<file path="src/shared/lbsc_pkg.sv">
// Constants, field layouts and carrier types for the LED backlight sink control bank
// Function
// RL1: Current register at 0x86 and 0xA086
// RL2: Control at 0x87/0xA087, bit1 selects frequency
// RL3: Both registers eight bits, written whole
// RL4: Bits 4:0 hold sink current code
// RL5: Code zero still gives one step current
// RL6: Bit 6 selects full or half range
// RL7: Bit 7 local enable; bit 5 reserved
// RL8: Ramp one code step per 32 us
// RL9: Gate on at most 94 percent
// RL10: Run only when global and local enabled
// RL11: Defaults load only at power-on reset
// RL12: New codes ignored while ramp runs
// RL13: Reads return stored bits; ctrl 5:4 read-only
// RL14: Host writes code with enable changes
package lbsc_pkg;
   // Register map
   localparam logic [7:0]  REG_PAGE0         = 8'h00;
   localparam logic [7:0]  OUT_CUR_ADDR      = 8'h86;
   localparam logic [7:0]  CTRL_ADDR         = 8'h87;
   localparam logic [15:0] MCU_OUT_CUR_ADDR  = 16'ha086;
   localparam logic [15:0] MCU_CTRL_ADDR     = 16'ha087;
   // Field positions
   localparam int          CODE_W            = 5;
   localparam int          RSVD_BIT          = 5;
   localparam int          RANGE_BIT         = 6;
   localparam int          ENABLE_BIT        = 7;
   localparam int          FREQ_BIT          = 1;
   localparam logic [7:0]  CTRL_RO_MASK      = 8'h30;
   // Reset values
   localparam logic [7:0]  OUT_CUR_RST       = 8'h40;
   localparam logic [7:0]  CTRL_RST          = 8'h02;
   // Timing
   localparam int          CLK_MHZ           = 100;
   localparam int          SLEW_STEP_US      = 32;
   localparam int          SLEW_STEP_CYCLES  = SLEW_STEP_US * CLK_MHZ;
   localparam int          FAST_KHZ          = 1000;
   localparam int          SLOW_KHZ          = 500;
   localparam int          PERIOD_FAST       = CLK_MHZ * 1000 / FAST_KHZ;
   localparam int          PERIOD_SLOW       = CLK_MHZ * 1000 / SLOW_KHZ;
   localparam int          MAX_DUTY_PCT      = 94;
   // Output-current register layout
   typedef struct packed {
      logic              enable;
      logic              range;
      logic              rsvd;
      logic [CODE_W-1:0] code;
   } lbsc_cur_s;
   // Host (I2C side) request
   typedef struct packed {
      logic       wr;
      logic       rd;
      logic [7:0] page;
      logic [7:0] addr;
      logic [7:0] wdata;
   } lbsc_host_req_s;
   // Microcontroller request
   typedef struct packed {
      logic        wr;
      logic        rd;
      logic [15:0] addr;
      logic [7:0]  wdata;
   } lbsc_mcu_req_s;
   // Read answer
   typedef struct packed {
      logic       valid;
      logic       hit;
      logic [7:0] data;
   } lbsc_rsp_s;
endpackage

</file>
<file path="src/verilog/lbsc_slew.sv">
// Sink-current slew ramp: walks the level one code step per interval
module lbsc_slew #(
   parameter int CODE_W      = 5,
   parameter int STEP_CYCLES = 3200
) (
   // Clock and reset
   input  wire logic              ref_clk,
   input  wire logic              resetn,
   // Target and ramped level
   input  wire logic [CODE_W-1:0] target,
   output logic      [CODE_W-1:0] level,
   output logic                   busy
);
   localparam int CNT_W = $clog2(STEP_CYCLES + 1);

   typedef enum logic [1:0] {
      LBSC_SL_IDLE = 2'b01,
      LBSC_SL_RAMP = 2'b10
   } lbsc_slew_e;

   lbsc_slew_e       state;
   logic [CNT_W-1:0] tick;
   logic             final_step;

   initial begin
      if (STEP_CYCLES < 1 || CODE_W < 1) $error("lbsc_slew: bad parameters");
   end

   // Last-step test; the direction guard keeps +1/-1 from wrapping at the code ends
   always_comb begin
      if (target > level) final_step = (target == level + 1'b1);
      else if (target < level) final_step = (target == level - 1'b1);
      else final_step = 1'b1;
   end

   // Step timer and state; level moves only when the interval expires
   always_ff @(posedge ref_clk or negedge resetn) begin
      if (!resetn) begin
         state <= LBSC_SL_IDLE;
         tick  <= '0;
         level <= '0;
      end else begin
         unique case (state)
            LBSC_SL_IDLE: begin
               tick <= '0;
               if (target != level) state <= LBSC_SL_RAMP;
            end
            LBSC_SL_RAMP: begin
               if (tick == CNT_W'(STEP_CYCLES - 1)) begin // [RL8]
                  tick <= '0;
                  if (target > level) level <= level + 1'b1;
                  else if (target < level) level <= level - 1'b1;
                  if (final_step) begin
                     state <= LBSC_SL_IDLE;
                  end
               end else begin
                  tick <= tick + 1'b1;
               end
            end
         endcase
      end
   end

   // Busy stays a flop so that the bank's write filter sees a clean level
   always_ff @(posedge ref_clk or negedge resetn) begin
      if (!resetn) busy <= 1'b0;
      else busy <= (state == LBSC_SL_RAMP) ? !(tick == CNT_W'(STEP_CYCLES - 1) && final_step)
                                           : (target != level); // [RL12]
   end
endmodule // lbsc_slew

</file>
<file path="src/verilog/lbsc_gate_pwm.sv">
// Boost gate drive with period from frequency select and a hard duty ceiling
module lbsc_gate_pwm #(
   parameter int PERIOD_FAST = 100,
   parameter int PERIOD_SLOW = 200,
   parameter int MAX_PCT     = 94
) (
   // Clock and reset
   input  wire logic       ref_clk,
   input  wire logic       resetn,
   // Control
   input  wire logic       run,
   input  wire logic       fast_sel,
   input  wire logic [7:0] duty_req,
   // Gate
   output logic            gate
);
   localparam logic [7:0] LIM_FAST = 8'(PERIOD_FAST * MAX_PCT / 100);
   localparam logic [7:0] LIM_SLOW = 8'(PERIOD_SLOW * MAX_PCT / 100);

   logic [7:0] phase;
   logic [7:0] last;
   logic [7:0] limit;
   logic [7:0] on_time;

   initial begin
      if (PERIOD_SLOW > 256 || PERIOD_FAST > 256 || MAX_PCT > 100 || PERIOD_FAST < 2)
         $error("lbsc_gate_pwm: bad parameters");
   end

   // Period end and on-time clamp; rounding down keeps the ceiling strict
   always_comb begin
      last    = fast_sel ? 8'(PERIOD_FAST - 1) : 8'(PERIOD_SLOW - 1);
      limit   = fast_sel ? LIM_FAST : LIM_SLOW;
      on_time = (duty_req > limit) ? limit : duty_req; // [RL9]
   end

   // Phase counter restarts whenever the converter is off
   always_ff @(posedge ref_clk or negedge resetn) begin
      if (!resetn) phase <= '0;
      else if (!run || phase >= last) phase <= '0;
      else phase <= phase + 1'b1;
   end

   // Gate high for the first on_time cycles of each period
   always_ff @(posedge ref_clk or negedge resetn) begin
      if (!resetn) gate <= 1'b0;
      else gate <= run && (phase < on_time); // [RL9] [RL10]
   end
endmodule // lbsc_gate_pwm

</file>
<file path="src/verilog/lbsc_top.sv">
// LED backlight sink control register bank with slew ramp and gate drive
module lbsc_top #(
   parameter int SLEW_CYCLES = lbsc_pkg::SLEW_STEP_CYCLES
) (
   // Clock and power-on reset
   input  wire logic                    ref_clk,
   input  wire logic                    resetn,
   // Host register port (page-0 byte addresses)
   input  wire lbsc_pkg::lbsc_host_req_s host_req,
   output lbsc_pkg::lbsc_rsp_s           host_rsp,
   // Microcontroller register port
   input  wire lbsc_pkg::lbsc_mcu_req_s  mcu_req,
   output lbsc_pkg::lbsc_rsp_s           mcu_rsp,
   // System
   input  wire logic                    global_enable,
   input  wire logic [7:0]              duty_request,
   // Converter side
   output logic                         converter_on,
   output logic                         current_range_select,
   output logic [lbsc_pkg::CODE_W-1:0]  sink_current_level,
   output logic                         switching_frequency_select,
   output logic                         slew_busy,
   output logic                         boost_gate
);
   import lbsc_pkg::*;

   lbsc_cur_s  led_sink_current_setting;
   logic [7:0] led_converter_control;
   logic [1:0] host_sel;
   logic [1:0] mcu_sel;
   logic [1:0] wr_sel;
   logic [7:0] wr_data;
   logic       wr_any;
   lbsc_cur_s  next_setting;
   logic       ramp_busy;

   initial begin
      if (SLEW_CYCLES < 1) $error("lbsc_top: SLEW_CYCLES must be at least 1");
   end

   // One-hot register select: bit0 output-current, bit1 control
   function automatic logic [1:0] dec_host(input logic [7:0] page, input logic [7:0] addr);
      dec_host = 2'b00;
      if (page == REG_PAGE0 && addr == OUT_CUR_ADDR) dec_host = 2'b01; // [RL1]
      if (page == REG_PAGE0 && addr == CTRL_ADDR) dec_host = 2'b10;    // [RL2]
   endfunction

   function automatic logic [1:0] dec_mcu(input logic [15:0] addr);
      dec_mcu = 2'b00;
      if (addr == MCU_OUT_CUR_ADDR) dec_mcu = 2'b01; // [RL1]
      if (addr == MCU_CTRL_ADDR) dec_mcu = 2'b10;    // [RL2]
   endfunction

   function automatic logic [7:0] rd_mux(input logic [1:0] sel, input lbsc_cur_s cur,
                                         input logic [7:0] ctrl);
      rd_mux = 8'h00;
      if (sel[0]) rd_mux = cur;                  // [RL13]
      if (sel[1]) rd_mux = ctrl & ~CTRL_RO_MASK; // [RL13]
   endfunction

   // Write arbitration: a same-cycle host write to a mapped register wins over the microcontroller
   always_comb begin
      host_sel = dec_host(host_req.page, host_req.addr);
      mcu_sel  = dec_mcu(mcu_req.addr);
      if (host_req.wr && host_sel != 2'b00) begin
         wr_sel  = host_sel;
         wr_data = host_req.wdata;
      end else if (mcu_req.wr) begin
         wr_sel  = mcu_sel;
         wr_data = mcu_req.wdata;
      end else begin
         wr_sel  = 2'b00;
         wr_data = 8'h00;
      end
      wr_any = wr_sel != 2'b00;
   end

   // Whole-byte update; the code field is frozen while the ramp runs
   always_comb begin
      next_setting = lbsc_cur_s'(wr_data); // [RL3] [RL4] [RL6] [RL7]
      if (ramp_busy) next_setting.code = led_sink_current_setting.code; // [RL12]
   end

   // Output-current register; defaults only at power-on reset
   always_ff @(posedge ref_clk or negedge resetn) begin
      if (!resetn) led_sink_current_setting <= lbsc_cur_s'(OUT_CUR_RST); // [RL11]
      else if (wr_any && wr_sel[0]) led_sink_current_setting <= next_setting; // [RL3]
   end

   // Control register; read-only bits never store a write
   always_ff @(posedge ref_clk or negedge resetn) begin
      if (!resetn) led_converter_control <= CTRL_RST; // [RL11]
      else if (wr_any && wr_sel[1]) led_converter_control <= wr_data & ~CTRL_RO_MASK; // [RL13] [RL3]
   end

   // Host read answer, one cycle after the request
   always_ff @(posedge ref_clk or negedge resetn) begin
      if (!resetn) begin
         host_rsp <= '0;
      end else begin
         host_rsp.valid <= host_req.rd;
         host_rsp.hit   <= host_req.rd && host_sel != 2'b00;
         host_rsp.data  <= host_req.rd ? rd_mux(host_sel, led_sink_current_setting,
                                                led_converter_control) : 8'h00;
      end
   end

   // Microcontroller read answer, one cycle after the request
   always_ff @(posedge ref_clk or negedge resetn) begin
      if (!resetn) begin
         mcu_rsp <= '0;
      end else begin
         mcu_rsp.valid <= mcu_req.rd;
         mcu_rsp.hit   <= mcu_req.rd && mcu_sel != 2'b00;
         mcu_rsp.data  <= mcu_req.rd ? rd_mux(mcu_sel, led_sink_current_setting,
                                              led_converter_control) : 8'h00;
      end
   end

   // Converter run state; clearing an enable keeps the stored settings
   always_ff @(posedge ref_clk or negedge resetn) begin
      if (!resetn) converter_on <= 1'b0; // [RL11]
      else converter_on <= global_enable && led_sink_current_setting.enable; // [RL10]
   end

   // Range and frequency pass out through flops; the code offset is analog
   always_ff @(posedge ref_clk or negedge resetn) begin
      if (!resetn) begin
         current_range_select       <= OUT_CUR_RST[RANGE_BIT];
         switching_frequency_select <= CTRL_RST[FREQ_BIT];
      end else begin
         current_range_select       <= led_sink_current_setting.range; // [RL6] [RL5]
         switching_frequency_select <= led_converter_control[FREQ_BIT]; // [RL2]
      end
   end

   // Slew ramp toward the stored code
   lbsc_slew #(
      .CODE_W      (CODE_W),
      .STEP_CYCLES (SLEW_CYCLES)
   ) u_slew (
      .ref_clk (ref_clk),
      .resetn  (resetn),
      .target  (led_sink_current_setting.code), // [RL8]
      .level   (sink_current_level),
      .busy    (ramp_busy)
   );

   // Busy mirror for the outside, one cycle behind the internal filter
   always_ff @(posedge ref_clk or negedge resetn) begin
      if (!resetn) slew_busy <= 1'b0;
      else slew_busy <= ramp_busy;
   end

   // Gate drive, only while the converter runs
   lbsc_gate_pwm #(
      .PERIOD_FAST (PERIOD_FAST),
      .PERIOD_SLOW (PERIOD_SLOW),
      .MAX_PCT     (MAX_DUTY_PCT)
   ) u_gate (
      .ref_clk  (ref_clk),
      .resetn   (resetn),
      .run      (converter_on), // [RL10]
      .fast_sel (switching_frequency_select),
      .duty_req (duty_request),
      .gate     (boost_gate)
   );
endmodule // lbsc_top

</file>
<file path="config.mk">
export PLATFORM = sky130hd
export DESIGN_NAME = lbsc_top
export DESIGN_NICKNAME = d
export VERILOG_FILES = /design/src/shared/lbsc_pkg.sv /design/src/verilog/lbsc_slew.sv /design/src/verilog/lbsc_gate_pwm.sv /design/src/verilog/lbsc_top.sv
export SDC_FILE = /design/constraint.sdc
export NUM_CORES = 1
export LEC_CHECK = 0
export ABC_CLOCK_PERIOD_IN_PS = 7610
export BUFFER_PORTS_ARGS = -buffer_cell sky130_fd_sc_hd__buf_4
export CORE_MARGIN = 3
export CORE_UTILIZATION = 45
export DETAILED_ROUTE_END_ITERATION = 10
export PLACE_DENSITY_LB_ADDON = 0.25
export SYNTH_ARGS = -nofsm -noshare
export SYNTH_HDL_FRONTEND = slang
export SYNTH_HIERARCHICAL = 1
export SYNTH_SLANG_ARGS = --single-unit
</file>
<file path="constraint.sdc">
create_clock -name ref_clk -period 7.61 [get_ports ref_clk]
set_input_delay 0.761 -clock ref_clk [delete_from_list [all_inputs] [get_ports ref_clk]]
set_output_delay 0.761 -clock ref_clk [all_outputs]
set_load 0.1 [all_outputs]
</file>
==> results.sh <==
export IMPL_reg2reg_to="u_gate/gate"
export IMPL_synth_top_cells_by_count="62 x dfrtp_1, 35 x nor2_1, 23 x ha_1"
export IMPL_cp_slowest_stage_delay_ns=0.64
export IMPL_clk_latency_ns=0.34
export IMPL_regArea_mm2=0.001683
export IMPL_synth_ff_type="dfrtp_1"
export IMPL_slew_headroom_pct=44.38
export IMPL_cts_made_buffers=9
export IMPL_post_route_min_period_ns=3.219
export IMPL_drc=0
export IMPL_critPathLaunch="switching_frequency_select"
export IMPL_clkTransAtPathRegs_ns=0.08
export IMPL_hold_depth=0
export IMPL_syn_cell_area_mm2=0.003814
export IMPL_globalRoute_totalOverflow=0
export IMPL_rr_worst_depth=11
export IMPL_post_cts_buffers=0
export IMPL_route_vias_total=3171
export IMPL_syn2layout_area_growth_pct=25.98
export IMPL_multi_input_area_mm2=0.002034
export IMPL_synthArstFlopShare_pct=100.0
export IMPL_cts_max_level=3
export IMPL_seq_area_frac_synth_pct=44.13
export IMPL_p_per_area_mw_per_mm2=149.8
export IMPL_critical_path_buf_inv_count=1
export IMPL_yosysWarnings=6
export IMPL_min_to="current_range_select"
export IMPL_synth_mux_area_share_pct=3.412
export IMPL_placedCellCount=544
export IMPL_cts_resized=0
export IMPL_synth_edf_count=0
export IMPL_postLayoutCellArea_mm2=0.004805
export IMPL_synth_nets=444
export IMPL_rsz0062_at_grt="false"
export IMPL_slowest_stage="dfstp_2"
export IMPL_cts_root_buffer="clkbuf_8"
export IMPL_antenna_found_initial=0
export IMPL_skew_ns=0.01002
export IMPL_fin_nets=539
export IMPL_io_pins=93
export IMPL_final_cells=560
export IMPL_outcome="complete, no violations"
export IMPL_yosysTopAreaCellShare_pct=40.68
export IMPL_die_area_mm2=0.009616
export IMPL_period_share_pct=42.30
export IMPL_hp_class="register to register"
export IMPL_synth_xor_area_share_pct=5.971
export IMPL_setup_violations=0
export IMPL_die_h_um=98.06
export IMPL_post_synth_top_count_cell="dfrtp_1"
export IMPL_placed_area_mm2=0.004599
export IMPL_grt_pass1_wl_um=15170
export IMPL_routed_via_density=5.663
export IMPL_grt_usage_pct=19.34
export IMPL_gp_congestion=0.9123
export IMPL_rows=32
export IMPL_synth_top_family_by_area="simple AND/OR/NAND/NOR gates"
export IMPL_synth_top_cell_by_area="dfrtp_1"
export IMPL_p_leak_nw=2.290
export IMPL_die_w_um=98.06
export IMPL_first_pass_iters=4
export IMPL_drive_above_1_share_pct=29.48
export IMPL_synth_simple_area_share_pct=24.21
export IMPL_path_class="register to register"
export IMPL_clock_sinks=67
export IMPL_ys_ff_latch=67
export IMPL_reg2reg_slack_ns=4.39
export IMPL_drtIter0Drc=137
export IMPL_worstPathMaxFanout=9
export IMPL_arrival_ns=3.51
export IMPL_grt_pass1_vias=3243
export IMPL_maxCapViolCount=0
export IMPL_grt_max_degree=68
export IMPL_synth_compound_area_share_pct=12.20
export IMPL_critPathTopFamily="simple AND/OR/NAND/NOR gates"
export IMPL_required_ns=7.90
export IMPL_hold_start="led_sink_current_setting[6]"
export IMPL_synth_fa_ha_area_share_pct=7.546
export IMPL_tightest_slew_ns=0.8343
export IMPL_ys_types=64
export IMPL_fmax_ghz=0.3106
export IMPL_path_cells="inv_1 > ha_1 > a21o_1 > a211oi_1 > nor2_2 > mux2i_1 > ha_1 > or4b_1 > a21oi_1 > a211oi_1 > and4bb_2"
export IMPL_drt_wl_total_um=9063
export IMPL_hold_buffers=0
export IMPL_maxSlewViolCount=0
export IMPL_post_route_util_pct=60.30
export IMPL_startpoint_type="register"
export IMPL_antennaDiodeCount=0
export IMPL_io_buffers=92
export IMPL_end_kind="register"
export IMPL_route_antenna_remaining_nets=0
export IMPL_fillers=656
export IMPL_reg2reg_from="switching_frequency_select"
export IMPL_cts_tree="built"
export IMPL_hpwl_um=6838
export IMPL_peakVddDrop_uv=91.54
export IMPL_fin_total_pwr_mw=0.7197
export IMPL_ctsLongestPathBuffers=2
export IMPL_fin_setup_tns_ns=0
export IMPL_hold_viol_final=0
export IMPL_start_util_pct=47.86
export IMPL_syn_mean_instance_area_um2=10.65
export IMPL_design_core_area_mm2=0.007968
export IMPL_synth_cells=358
export IMPL_avgRoutedWirePerCell_um=16.18
export IMPL_synth_area_top_cells="dfrtp_1 41%, ha_1 7.5%, xor2_1 3.7%, dfstp_2 3.4%, nor2_1 3.4%"
## final cells by class
cell class	count	share of cell area, %
multi-input combinational	267	42.34
clock buffer	12	3.229
inverter	15	1.172
sequential	67	35.03
clock inverter	4	1.042
tap	102	2.656
timing repair buffer	93	14.53
## metal layers
| metal | GRT usage [%] | wire length (µm) | up-vias |
|---|---|---|---|
| met5 | 0 | 0 | - |
| met4 | 6.603 | 144 | 0 |
| met3 | 5.357 | 627 | 12 |
| met2 | 31.57 | 4312 | 113 |
| met1 | 24.77 | 3978 | 1531 |
| li1 | - | - | 1515 |
## state kept, by name, indices dropped and copies added, names as in the netlist
register and count:
host_rsp 10, u_slew/level 5, converter_on 1, mcu_rsp 10, u_slew/busy 1, current_range_select 1
u_slew/state 2, led_sink_current_setting 8, u_slew/tick 12, u_gate/phase 8, led_converter_control 6, switching_frequency_select 1
u_gate/gate 1, slew_busy 1
## through the flow
| step | hold WS [ns] | worst slack, ns |
|---|---|---|
| after detailed placement | 0.3758 | 4.273 |
| after floorplan | 0.3646 | 4.189 |
| after CTS | 0.3866 | 4.369 |
| after global routing | 0.3936 | 4.211 |
| after global placement | 0.3746 | 4.373 |
| final | 0.3838 | 4.391 |
## worst reg2reg max path, delay by kind of cell, from the launching register on
kind | cells | cell delay [ns]
compound gates | 4 | 0.76
fa+ha+maj | 2 | 0.55
flops | 1 | 0.64
simple gates | 3 | 0.96
mux | 1 | 0.15
buf+inv | 1 | 0.12
## report_power, final
part | internal (mW) | switching (mW)
logic | 0.0278 | 0.0273
registers | 0.357 | 0.000220
clock network | 0.169 | 0.139
total | 0.553 | 0.166
## layout by cell type, fill, tap and decap left out, types with 11 or more instances in the layout
master,n
buf_4,93
clkbuf_8,11
dfrtp_1,62
ha_1,23
inv_1,15
mux2i_1,13
nand2_1,13
nand3_1,15
nand3b_1,13
nor2_1,35
nor2b_1,12
xor2_1,16
## logic make-up after synthesis
kind of cell / count (synthesis)
XOR/XNOR: 26
flip-flops: 67
AND/OR/NAND/NOR: 150
buffers and inverters: 24
multiplexers: 13
AO/OA/AOI/OAI: 55
adder cells (fa/ha/maj): 23
## how the worst max path moves through the flow
stage,depth (start not counted),slack (ns),end
finish,11,4.39,u_gate/gate
global route,11,4.21,u_gate/gate
CTS,11,4.37,u_gate/gate
detailed placement,12,4.27,u_gate/gate
global placement,11,4.37,u_gate/gate
floorplan,11,4.19,u_gate/gate
No activity file was read; power rests on OpenSTA's default activity.
